File: config.mk
export PLATFORM = sky130hd
export DESIGN_NAME = trig_ready
export DESIGN_NICKNAME = d
export VERILOG_FILES = /design/src/rtl/trig_ready_pkg.sv /design/src/rtl/seq_if.sv /design/src/rtl/frame_seq.sv /design/src/rtl/trig_ready.sv
export SDC_FILE = /design/constraint.sdc
export NUM_CORES = 1
export LEC_CHECK = 0
export ABC_AREA = 0
export BUFFER_PORTS_ARGS = -buffer_cell sky130_fd_sc_hd__buf_2
export CAP_MARGIN = 5
export CELL_PAD_IN_SITES_DETAIL_PLACEMENT = 0
export CELL_PAD_IN_SITES_GLOBAL_PLACEMENT = 1
export CORE_UTILIZATION = 35
export CTS_CLUSTER_SIZE = 10
export DETAILED_ROUTE_END_ITERATION = 8
export PLACE_DENSITY_LB_ADDON = 0.1
export SYNTH_ARGS = -nofsm -noshare
export SYNTH_HDL_FRONTEND = slang
export SYNTH_SLANG_ARGS = --single-unit
File: constraint.sdc
create_clock -name clk -period 2.5 [get_ports clk]
set_input_delay 0.125 -clock clk [delete_from_list [all_inputs] [get_ports clk]]
set_output_delay 0.125 -clock clk [all_outputs]
set_load 0.01 [all_outputs]
File: src/rtl/trig_ready_pkg.sv
package trig_ready_pkg;
   // Widths
   localparam int CNT_W  = 32;
   localparam int ADDR_W = 8;
   localparam int CTRL_W = 8;
   localparam int EV_W   = 5;
   localparam int STAT_W = 3;

   // Register byte offsets
   localparam logic [ADDR_W-1:0] OFF_CTRL  = 8'h00;
   localparam logic [ADDR_W-1:0] OFF_EXP   = 8'h04;
   localparam logic [ADDR_W-1:0] OFF_OVL   = 8'h08;
   localparam logic [ADDR_W-1:0] OFF_RDO   = 8'h0C;
   localparam logic [ADDR_W-1:0] OFF_GAP   = 8'h10;
   localparam logic [ADDR_W-1:0] OFF_FCNT  = 8'h14;
   localparam logic [ADDR_W-1:0] OFF_STAT  = 8'h18;
   localparam logic [ADDR_W-1:0] OFF_ISTAT = 8'h1C;
   localparam logic [ADDR_W-1:0] OFF_IMASK = 8'h20;

   // Control field positions
   localparam int CB_FRM_HW = 0;
   localparam int CB_ACQ_HW = 1;
   localparam int CB_ROLL   = 2;
   localparam int CB_TWID   = 3;
   localparam int CB_SRC    = 4;

   // Status and event bit positions
   localparam int SB_FWAIT  = 0;
   localparam int SB_AWAIT  = 1;
   localparam int SB_EXPO   = 2;
   localparam int EV_ACQ    = 0;
   localparam int EV_FRM    = 1;
   localparam int EV_EXP    = 2;
   localparam int EV_FOVR   = 3;
   localparam int EV_AOVR   = 4;

   // Pin indices and bus constants
   localparam int PIN_FRM   = 0;
   localparam int PIN_ACQ   = 1;
   localparam int HT_BIT    = 1;
   localparam logic RESP_OKAY = 1'b0;

   // Reset values, counts in clk cycles
   localparam logic [CTRL_W-1:0] RST_CTRL = 8'h00;
   localparam logic [CNT_W-1:0]  RST_EXP  = 32'h0000_03E8;
   localparam logic [CNT_W-1:0]  RST_OVL  = 32'h0000_03E8;
   localparam logic [CNT_W-1:0]  RST_RDO  = 32'h0000_07D0;
   localparam logic [CNT_W-1:0]  RST_GAP  = 32'h0000_0064;
   localparam logic [CNT_W-1:0]  RST_FCNT = 32'h0000_0001;
   localparam logic [CNT_W-1:0]  CNT_ONE  = 32'h0000_0001;

   typedef enum logic [1:0] {
      SRC_OFF = 2'b00,
      SRC_ACQ = 2'b01,
      SRC_FRM = 2'b10
   } src_t;

   typedef enum logic [1:0] {
      S_OFF    = 2'b00,
      S_WAIT   = 2'b01,
      S_EXPOSE = 2'b10,
      S_HOLD   = 2'b11
   } seq_state_t;

   // Count down, stopping at zero
   function automatic logic [CNT_W-1:0] dec_sat(logic [CNT_W-1:0] v);
      return (v != '0) ? v - CNT_ONE : v;
   endfunction : dec_sat
endpackage : trig_ready_pkg

File: src/rtl/seq_if.sv
`timescale 1ns/100ps
interface seq_if;
   import trig_ready_pkg::*;
   logic             trig;
   logic             trig_lvl;
   logic             en;
   logic             roll;
   logic             twid;
   logic [CNT_W-1:0] exp_time;
   logic [CNT_W-1:0] ovl_time;
   logic [CNT_W-1:0] rdo_time;
   logic [CNT_W-1:0] gap_time;
   logic             wait_lvl;
   logic             exposing;
   logic             exp_done;

   modport ctl (output trig, trig_lvl, en, roll, twid, exp_time,
                output ovl_time, rdo_time, gap_time,
                input  wait_lvl, exposing, exp_done);
   modport seq (input  trig, trig_lvl, en, roll, twid, exp_time,
                input  ovl_time, rdo_time, gap_time,
                output wait_lvl, exposing, exp_done);
endinterface : seq_if

File: src/rtl/frame_seq.sv
`timescale 1ns/100ps
module frame_seq (
   input wire logic clk,
   input wire logic rst_n,
   seq_if.seq       s
);
   import trig_ready_pkg::*;

   seq_state_t       state_ff, nxt_state;
   logic [CNT_W-1:0] exp_cnt_ff, nxt_exp_cnt;
   logic [CNT_W-1:0] rdo_cnt_ff, nxt_rdo_cnt;
   logic [CNT_W-1:0] gap_cnt_ff, nxt_gap_cnt;
   logic             done_ff;

   // Overlap reference: exposure time, or shortest pulse in width mode
   wire logic [CNT_W-1:0] ref_time = s.twid ? s.ovl_time : s.exp_time;
   // Next trigger is safe once its exposure ends after readout does, or once the line gap runs out in rolling mode
   wire logic ready_ok = s.roll ? (gap_cnt_ff == '0)  // [RQ9]
                                : (rdo_cnt_ff <= ref_time); // [RQ7] [RQ8]
   // Exposure ends on pulse fall or when the timer runs out
   wire logic exp_end = (state_ff == S_EXPOSE) &&
                        (s.twid ? !s.trig_lvl : (exp_cnt_ff <= CNT_ONE));

   // Frame trigger sequencing
   always_comb begin
      nxt_state   = state_ff;
      nxt_exp_cnt = dec_sat(exp_cnt_ff);
      nxt_rdo_cnt = dec_sat(rdo_cnt_ff);
      nxt_gap_cnt = dec_sat(gap_cnt_ff);
      case (state_ff)
         S_OFF: begin
            if (s.en) nxt_state = S_WAIT;
         end
         S_WAIT: begin
            if (!s.en) begin
               nxt_state = S_OFF;
            end else if (s.trig) begin
               nxt_state   = S_EXPOSE; // [RQ3]
               nxt_exp_cnt = s.exp_time;
            end
         end
         S_EXPOSE: begin
            if (exp_end) begin
               nxt_state   = S_HOLD;
               nxt_rdo_cnt = s.rdo_time;
               nxt_gap_cnt = s.gap_time;
            end
         end
         S_HOLD: begin
            if (ready_ok) nxt_state = s.en ? S_WAIT : S_OFF; // [RQ4]
         end
         default: nxt_state = S_OFF;
      endcase
   end

   // State and counters
   always_ff @(posedge clk or negedge rst_n) begin
      if (!rst_n) begin
         state_ff   <= S_OFF;
         exp_cnt_ff <= '0;
         rdo_cnt_ff <= '0;
         gap_cnt_ff <= '0;
         done_ff    <= 1'b0;
      end else begin
         state_ff   <= nxt_state;
         exp_cnt_ff <= nxt_exp_cnt;
         rdo_cnt_ff <= nxt_rdo_cnt;
         gap_cnt_ff <= nxt_gap_cnt;
         done_ff    <= exp_end;
      end
   end

   // Indicator and exposure outputs
   assign s.wait_lvl = (state_ff == S_WAIT); // [RQ2] [RQ6]
   assign s.exposing = (state_ff == S_EXPOSE);
   assign s.exp_done = done_ff;
endmodule : frame_seq

File: src/rtl/trig_ready.sv
`timescale 1ns/100ps
// Operation
// [RQ1] Output line 1 can carry the acquisition-ready indicator.
// [RQ2] Frame-ready rises whenever waiting for a frame start trigger.
// [RQ3] Frame-ready falls when an accepted frame trigger ends waiting.
// [RQ4] Frame-ready rises again only on re-entering the waiting state.
// [RQ5] Frame trigger while not waiting is dropped; overtrigger flagged.
// [RQ6] Frame-ready exists only with hardware frame triggering on.
// [RQ7] Global timed: rise set by exposure time and readout end.
// [RQ8] Global width: rise set by overlap minimum and readout end.
// [RQ9] Rolling: rise set by first-line exposure end to start gap.
// [RQ10] Output line 1 can carry the frame-ready indicator.
// [RQ11] Source keeps width pulses at least the overlap minimum.
// [RQ12] Source triggers frames only while frame-ready is high.
// [RQ13] Events: acquisition start, frame start, exposure end.
// [RQ14] Acquisition trigger while not waiting dropped; overtrigger.
// [RQ15] Selected indicator is mirrored on line 1 until reselected.
module trig_ready (
   input  wire logic                             clk,
   input  wire logic                             rst_n,
   input  wire logic                             hsel,
   input  wire logic [31:0]                      haddr,
   input  wire logic [1:0]                       htrans,
   input  wire logic                             hwrite,
   input  wire logic [2:0]                       hsize,
   input  wire logic [31:0]                      hwdata,
   input  wire logic                             hready,
   output logic      [31:0]                      hrdata,
   output logic                                  hreadyout,
   output logic                                  hresp,
   input  wire logic                             ext_frame_start_trig,
   input  wire logic                             ext_acq_start_trig,
   output logic                                  line1_out,
   output logic                                  irq,
   output logic      [trig_ready_pkg::STAT_W-1:0] ready_state
);
   import trig_ready_pkg::*;

   seq_if sq ();

   // Pin synchronisers and edge history
   logic [1:0]              meta_ff, sync_ff, prev_ff;
   // Software registers
   logic [CTRL_W-1:0]       ctrl_ff;
   logic [CNT_W-1:0]        exp_ff, ovl_ff, rdo_ff, gap_ff, fcnt_ff;
   logic [EV_W-1:0]         istat_ff, imask_ff;
   logic [EV_W-1:0]         nxt_istat, nxt_imask;
   // Acquisition tracking
   logic                    acq_wait_ff;
   logic [CNT_W-1:0]        frames_left_ff;
   // Bus pipeline
   logic [ADDR_W-1:0]       addr_ff;
   logic                    act_ff, wr_ff;
   logic [31:0]             hrdata_ff, rd_mux;
   logic                    hreadyout_ff, hresp_ff;
   logic                    line1_ff, irq_ff;
   logic [STAT_W-1:0]       stat_ff;

   // Two-stage synchronisers, then edge detection on the second stage
   always_ff @(posedge clk or negedge rst_n) begin
      if (!rst_n) begin
         meta_ff <= 2'h0;
         sync_ff <= 2'h0;
         prev_ff <= 2'h0;
      end else begin
         meta_ff <= {ext_acq_start_trig, ext_frame_start_trig};
         sync_ff <= meta_ff;
         prev_ff <= sync_ff;
      end
   end

   wire logic [1:0] pin_rise = sync_ff & ~prev_ff;

   // Control fields
   wire logic frm_hw_en = ctrl_ff[CB_FRM_HW];
   wire logic acq_hw_en = ctrl_ff[CB_ACQ_HW];
   wire src_t line_src  = src_t'(ctrl_ff[CB_SRC +: 2]);

   // Trigger acceptance and overtrigger detection
   wire logic acq_ready = acq_hw_en & acq_wait_ff;
   wire logic frm_edge  = pin_rise[PIN_FRM] & frm_hw_en;
   wire logic acq_edge  = pin_rise[PIN_ACQ] & acq_hw_en;
   wire logic frame_start_evt   = frm_edge & sq.wait_lvl; // [RQ3]
   wire logic frm_ovr           = frm_edge & ~sq.wait_lvl; // [RQ5]
   wire logic acq_start_evt     = acq_edge & acq_wait_ff;
   wire logic acq_ovr           = acq_edge & ~acq_wait_ff; // [RQ14]
   wire logic exposure_done_evt = sq.exp_done;

   // Sequencer hookup; frame waiting held off while acquisition waits
   assign sq.trig     = frame_start_evt;
   assign sq.trig_lvl = sync_ff[PIN_FRM];
   assign sq.en       = frm_hw_en & ~acq_ready; // [RQ6]
   assign sq.roll     = ctrl_ff[CB_ROLL];
   assign sq.twid     = ctrl_ff[CB_TWID];
   assign sq.exp_time = exp_ff;
   assign sq.ovl_time = ovl_ff;
   assign sq.rdo_time = rdo_ff;
   assign sq.gap_time = gap_ff;

   frame_seq u_seq (
      .clk   (clk),
      .rst_n (rst_n),
      .s     (sq)
   );

   // Acquisition window: wait for start, then run the frame count
   always_ff @(posedge clk or negedge rst_n) begin
      if (!rst_n) begin
         acq_wait_ff    <= 1'b1;
         frames_left_ff <= '0;
      end else if (!acq_hw_en) begin
         acq_wait_ff    <= 1'b1;
         frames_left_ff <= '0;
      end else if (acq_start_evt) begin
         acq_wait_ff    <= 1'b0;
         frames_left_ff <= fcnt_ff;
      end else if (exposure_done_evt && !acq_wait_ff) begin
         acq_wait_ff    <= (frames_left_ff <= CNT_ONE);
         frames_left_ff <= dec_sat(frames_left_ff);
      end
   end

   // Address phase capture; reads take one wait state
   wire logic take    = hsel & hready & htrans[HT_BIT];
   wire logic rd_take = take & ~hwrite;
   wire logic wr_go   = act_ff & wr_ff;
   wire logic rd_go   = act_ff & ~wr_ff;

   // Write decode in the data phase
   wire logic wr_ctrl  = wr_go && (addr_ff == OFF_CTRL);
   wire logic wr_exp   = wr_go && (addr_ff == OFF_EXP);
   wire logic wr_ovl   = wr_go && (addr_ff == OFF_OVL);
   wire logic wr_rdo   = wr_go && (addr_ff == OFF_RDO);
   wire logic wr_gap   = wr_go && (addr_ff == OFF_GAP);
   wire logic wr_fcnt  = wr_go && (addr_ff == OFF_FCNT);
   wire logic wr_istat = wr_go && (addr_ff == OFF_ISTAT);
   wire logic wr_imask = wr_go && (addr_ff == OFF_IMASK);

   // Sticky events; a new event wins over a same-cycle clear
   wire logic [EV_W-1:0] ev_set = {acq_ovr, frm_ovr, exposure_done_evt,
                                   frame_start_evt, acq_start_evt}; // [RQ13]
   wire logic [EV_W-1:0] ev_clr = wr_istat ? hwdata[EV_W-1:0] : '0;
   assign nxt_istat = (istat_ff & ~ev_clr) | ev_set; // [RQ5] [RQ14]
   assign nxt_imask = wr_imask ? hwdata[EV_W-1:0] : imask_ff;

   // Read decode; unmapped offsets read zero
   always_comb begin
      rd_mux = '0;
      if (addr_ff == OFF_CTRL) begin
         rd_mux[CTRL_W-1:0] = ctrl_ff;
      end else if (addr_ff == OFF_EXP) begin
         rd_mux = exp_ff;
      end else if (addr_ff == OFF_OVL) begin
         rd_mux = ovl_ff;
      end else if (addr_ff == OFF_RDO) begin
         rd_mux = rdo_ff;
      end else if (addr_ff == OFF_GAP) begin
         rd_mux = gap_ff;
      end else if (addr_ff == OFF_FCNT) begin
         rd_mux = fcnt_ff;
      end else if (addr_ff == OFF_STAT) begin
         rd_mux[STAT_W-1:0] = stat_ff;
      end else if (addr_ff == OFF_ISTAT) begin
         rd_mux[EV_W-1:0] = istat_ff;
      end else if (addr_ff == OFF_IMASK) begin
         rd_mux[EV_W-1:0] = imask_ff;
      end
   end

   // Bus pipeline and response
   always_ff @(posedge clk or negedge rst_n) begin
      if (!rst_n) begin
         addr_ff      <= '0;
         act_ff       <= 1'b0;
         wr_ff        <= 1'b0;
         hrdata_ff    <= '0;
         hreadyout_ff <= 1'b1;
         hresp_ff     <= RESP_OKAY;
      end else begin
         addr_ff      <= haddr[ADDR_W-1:0];
         act_ff       <= take;
         wr_ff        <= hwrite;
         hreadyout_ff <= ~rd_take;
         hresp_ff     <= RESP_OKAY;
         if (rd_go) hrdata_ff <= rd_mux;
      end
   end

   // Configuration registers
   always_ff @(posedge clk or negedge rst_n) begin
      if (!rst_n) begin
         ctrl_ff <= RST_CTRL;
         exp_ff  <= RST_EXP;
         ovl_ff  <= RST_OVL;
         rdo_ff  <= RST_RDO;
         gap_ff  <= RST_GAP;
         fcnt_ff <= RST_FCNT;
      end else begin
         if (wr_ctrl) ctrl_ff <= hwdata[CTRL_W-1:0];
         if (wr_exp)  exp_ff  <= hwdata;
         if (wr_ovl)  ovl_ff  <= hwdata;
         if (wr_rdo)  rdo_ff  <= hwdata;
         if (wr_gap)  gap_ff  <= hwdata;
         if (wr_fcnt) fcnt_ff <= hwdata;
      end
   end

   // Line 1 source select mirrors the chosen indicator
   wire logic line_nxt = (line_src == SRC_ACQ) ? acq_ready :   // [RQ1]
                         (line_src == SRC_FRM) ? sq.wait_lvl : // [RQ10]
                         1'b0;

   // Interrupt, status and line outputs
   always_ff @(posedge clk or negedge rst_n) begin
      if (!rst_n) begin
         istat_ff <= '0;
         imask_ff <= '0;
         irq_ff   <= 1'b0;
         line1_ff <= 1'b0;
         stat_ff  <= '0;
      end else begin
         istat_ff <= nxt_istat;
         imask_ff <= nxt_imask;
         irq_ff   <= |(nxt_istat & nxt_imask);
         line1_ff <= line_nxt; // [RQ15]
         stat_ff  <= {sq.exposing, acq_ready, sq.wait_lvl};
      end
   end

   assign hrdata      = hrdata_ff;
   assign hreadyout   = hreadyout_ff;
   assign hresp       = hresp_ff;
   assign line1_out   = line1_ff;
   assign irq         = irq_ff;
   assign ready_state = stat_ff;
endmodule : trig_ready

==> results.json <==
{
  "p_total_uw": 15710,
  "cts-htree-levels": 2,
  "final.period_utilization_pct": 99.91,
  "wl_um": 62750,
  "post-route-util_pct": 43.71,
  "yosys-top-cells-area": "dfrtp_1, mux2_2, nand2_1, dfstp_2, o21ai_0",
  "yosysTopAreaCellShare_pct": 46.03,
  "critPathLaunchType": "flip-flop",
  "crit_type": "reg2reg",
  "drc_errors": 0,
  "maxSlewViolCount": 0,
  "coreArea_mm2": 0.05172,
  "drt-wirelength-per-cell_um": 23.43,
  "hold_viol_final": 0,
  "syn2layout_area_growth_pct": 22.32,
  "max_slew_margin_pct": 41.56,
  "cp_slowest_cell": "or3_4",
  "critPathRequiredTime_ps": 2980,
  "cts_tree": "yes",
  "num_rows": 83,
  "cp-end-kind": "flip-flop",
  "status": "complete, no violations",
  "grt_pass1_vias": 14924,
  "async_reset_ff_share_pct": 100.0,
  "path_clk_slew_ps": 60,
  "yosysWarnings": 0,
  "synth-edff-count": 0,
  "syn_nets": 1853,
  "p_sw_uw": 4501,
  "place_congestion": 0.8653,
  "num_vias": 14709,
  "ant_nets": 0,
  "crit_arrival_ps": 2980,
  "die_w_um": 231.8,
  "clockBufferDepth": 3,
  "die_h_um": 231.8,
  "vias_per_cell": 5.493,
  "drive_gt1_share_pct": 27.40,
  "start_util_pct": 35.74,
  "clock_latency_ps": 570,
  "swShare_pct": 28.64,
  "nets": 2091,
  "period_needed_ps": 2498,
  "path_cells": "or3_4, or3_4, or3_4, or3_4, mux2_4, o21ai_2",
  "fin_skew_ps": 18.54,
  "netlist_area_mm2": 0.01848,
  "cts.sinks": 364,
  "grt_usage_pct": 23.60,
  "cap_violations": 0,
  "clock.fmax_mhz": 400.3,
  "ys_ff_latch": 364,
  "antenna_found_initial": 2,
  "first_pass_iters": 8,
  "numCtsBuffers": 45,
  "p_leak_uw": 0.009846,
  "ys_types": 74,
  "max_slew.worst_pin.slew_ps": 868.6,
  "p_int_uw": 11210,
  "die-area_mm2": 0.05373,
  "power_density_mw_per_mm2": 695.1,
  "ys.flop_type": "dfrtp_1",
  "grt_setup_unrepaired": "true",
  "seq_area_frac_synth_pct": 49.44,
  "dp.final_hpwl_um": 45310,
  "power.share.clock_pct": 38.6,
  "setup_viol": 0,
  "setup-tns-final_ps": 0,
  "overflow": 0,
  "postSynthAreaPerCell_um2": 10.65,
  "clock_tree.root_cell": "clkbuf_16",
  "peakVddDrop_v": 0.0004552,
  "boundaryPins": 115,
  "grt_pass1_wl_um": 95300,
  "crit_path_max_fanout": 5,
  "synth_top_cell_by_area": "dfrtp_1",
  "drt_iter0_drc": 1013,
  "seqPwrFrac_pct": 44.8,
  "hold_class": "in2reg",
  "cpMostUsedCell": "or3_4",
  "slowest_delay_ps": 410,
  "grt_max_degree": 70,
  "port-buffer-count": 85,
  "syn_inst": 1736,
  "comb_power_share_pct": 16.6
}
registers in the layout (all words and copies together), names as in the netlist, 8 cells and up, named ones only:
signal            count
ovl_ff               32
u_seq.exp_cnt_ff     32
exp_ff               32
rdo_ff               32
u_seq.rdo_cnt_ff     32
frames_left_ff       32
gap_ff               32
fcnt_ff              32
u_seq.gap_cnt_ff     32
ctrl_ff               8
addr_ff               8
hrdata               32
worst max-delay path: cells and delay by family (launching register included):
family	cells	cell delay (ps)
flip-flops	1	400
multiplexers	1	320
AND/OR/NAND/NOR	4	1570
AO/OA/AOI/OAI	1	130
synth_stat cells, drive strengths merged (3+ instances only):
cell	instances
a2111oi	7
a211oi	9
a21o	8
a21oi	88
a222oi	27
a22o	27
a22oi	5
a31oi	34
and2	3
and3	4
and4	4
buf	31
clkbuf	60
dfrtp	340
dfstp	24
ha	41
inv	27
mux2	176
mux2i	38
nand2	170
nand2b	15
nand3	25
nand3b	6
nand4	20
nand4b	5
nor2	88
nor2b	9
nor3	65
nor3b	4
nor4	47
nor4b	4
o211ai	4
o21ai	128
o22ai	7
o31ai	6
or2	5
or3	26
or4	19
xnor2	64
xor2	43
cells by family after synthesis:
family | Yosys count | synth area share, %
AND/OR/NAND/NOR | 523 | 14.64
XOR/XNOR | 107 | 5.070
AO/OA/AOI/OAI | 368 | 12.58
buffers and inverters | 118 | 2.674
adder cells (fa/ha/maj) | 41 | 2.776
multiplexers | 214 | 12.80
flip-flops | 364 | 49.44
other | 1 | 0.02029
path summary, 6_finish.rpt:
check                                                from                       endpoint  slack [ps]  cells past startpoint
max reg2reg                u_seq.gap_cnt_ff[21]$_DFF_PN0_  u_seq.gap_cnt_ff[1]$_DFF_PN0_           2                      6
min                                             hwdata[7]          exp_ff[7]$_DFFE_PN1P_          30                      2
min in group asynchronous                           rst_n           meta_ff[1]$_DFF_PN0_         110                      2
max in group asynchronous                           rst_n          gap_ff[2]$_DFFE_PN1P_        1520                      3
max                        u_seq.gap_cnt_ff[21]$_DFF_PN0_  u_seq.gap_cnt_ff[1]$_DFF_PN0_           2                      6
min reg2reg                          meta_ff[1]$_DFF_PN0_           sync_ff[1]$_DFF_PN0_         360                      0
stage by stage:
stage                     worst slack, ps  instances  hold WS [ps]  instance area [um^2]
after floorplan                     25.20       1736        -170.6                 18490
after global placement              13.34       2559         148.9                 20720
after detailed placement           -8.735       2559         140.5                 20720
after CTS                           25.46       2673         11.26                 22480
after global routing               -24.01       2676         22.29                 22600
final                               2.172       2678         25.59                 22610
layout by cell type, fill, tap and decap left out, drive strengths merged, types with 19 or more instances in the layout:
cell type and count:
a21oi 88, a222oi 27, a22o 27, a31oi 34
buf 237, clkbuf 64, dfrtp 340, dfstp 24
dlygate4sd3 45, ha 41, inv 27, mux2 176
mux2i 38, nand2 170, nand3 25, nand4 20
nor2 88, nor3 65, nor4 47, o21ai 128
or3 26, or4 19, xnor2 64, xor2 43
repair_timing:
action / CTS / global route
endpoints found under the hold margin: 266 / 0
resized for setup: 1 / 19
pin swaps: 0 / 4
endpoints found under the setup margin: 1 / 38
gates cloned: 0 / 0
hold buffers: 45 / 0
buffers inserted: 0 / 3
cell type report:
type / instances / area (um^2)
multi-input combinational: 1254 / 8984
clock inverter: 5 / 50.05
tap: 680 / 850.8
timing repair buffer: 282 / 2218
sequential: 364 / 9141
fill: 5018 / 29110
inverter: 27 / 101.3
clock buffer: 64 / 1257
antenna: 2 / 5.005
metal layers:
layer / up-vias / global-route usage (%) / routed length [um]
met5: - / 0 / 13
met4: 2 / 6.476 / 1359
met3: 76 / 2.886 / 2691
li1: 6856 / - / -
met1: 7504 / 33.81 / 29930
met2: 271 / 37.37 / 28760
power by group through the flow:
stage	logic, uW	registers [uW]	clock network [uW]
floorplan	1420	6990	0
global placement	2470	7110	0
detailed placement	2510	7130	0
CTS	2580	7030	6210
global route	2890	7120	6420
finish	2600	7040	6070
Power figures use the tool's default switching activity.
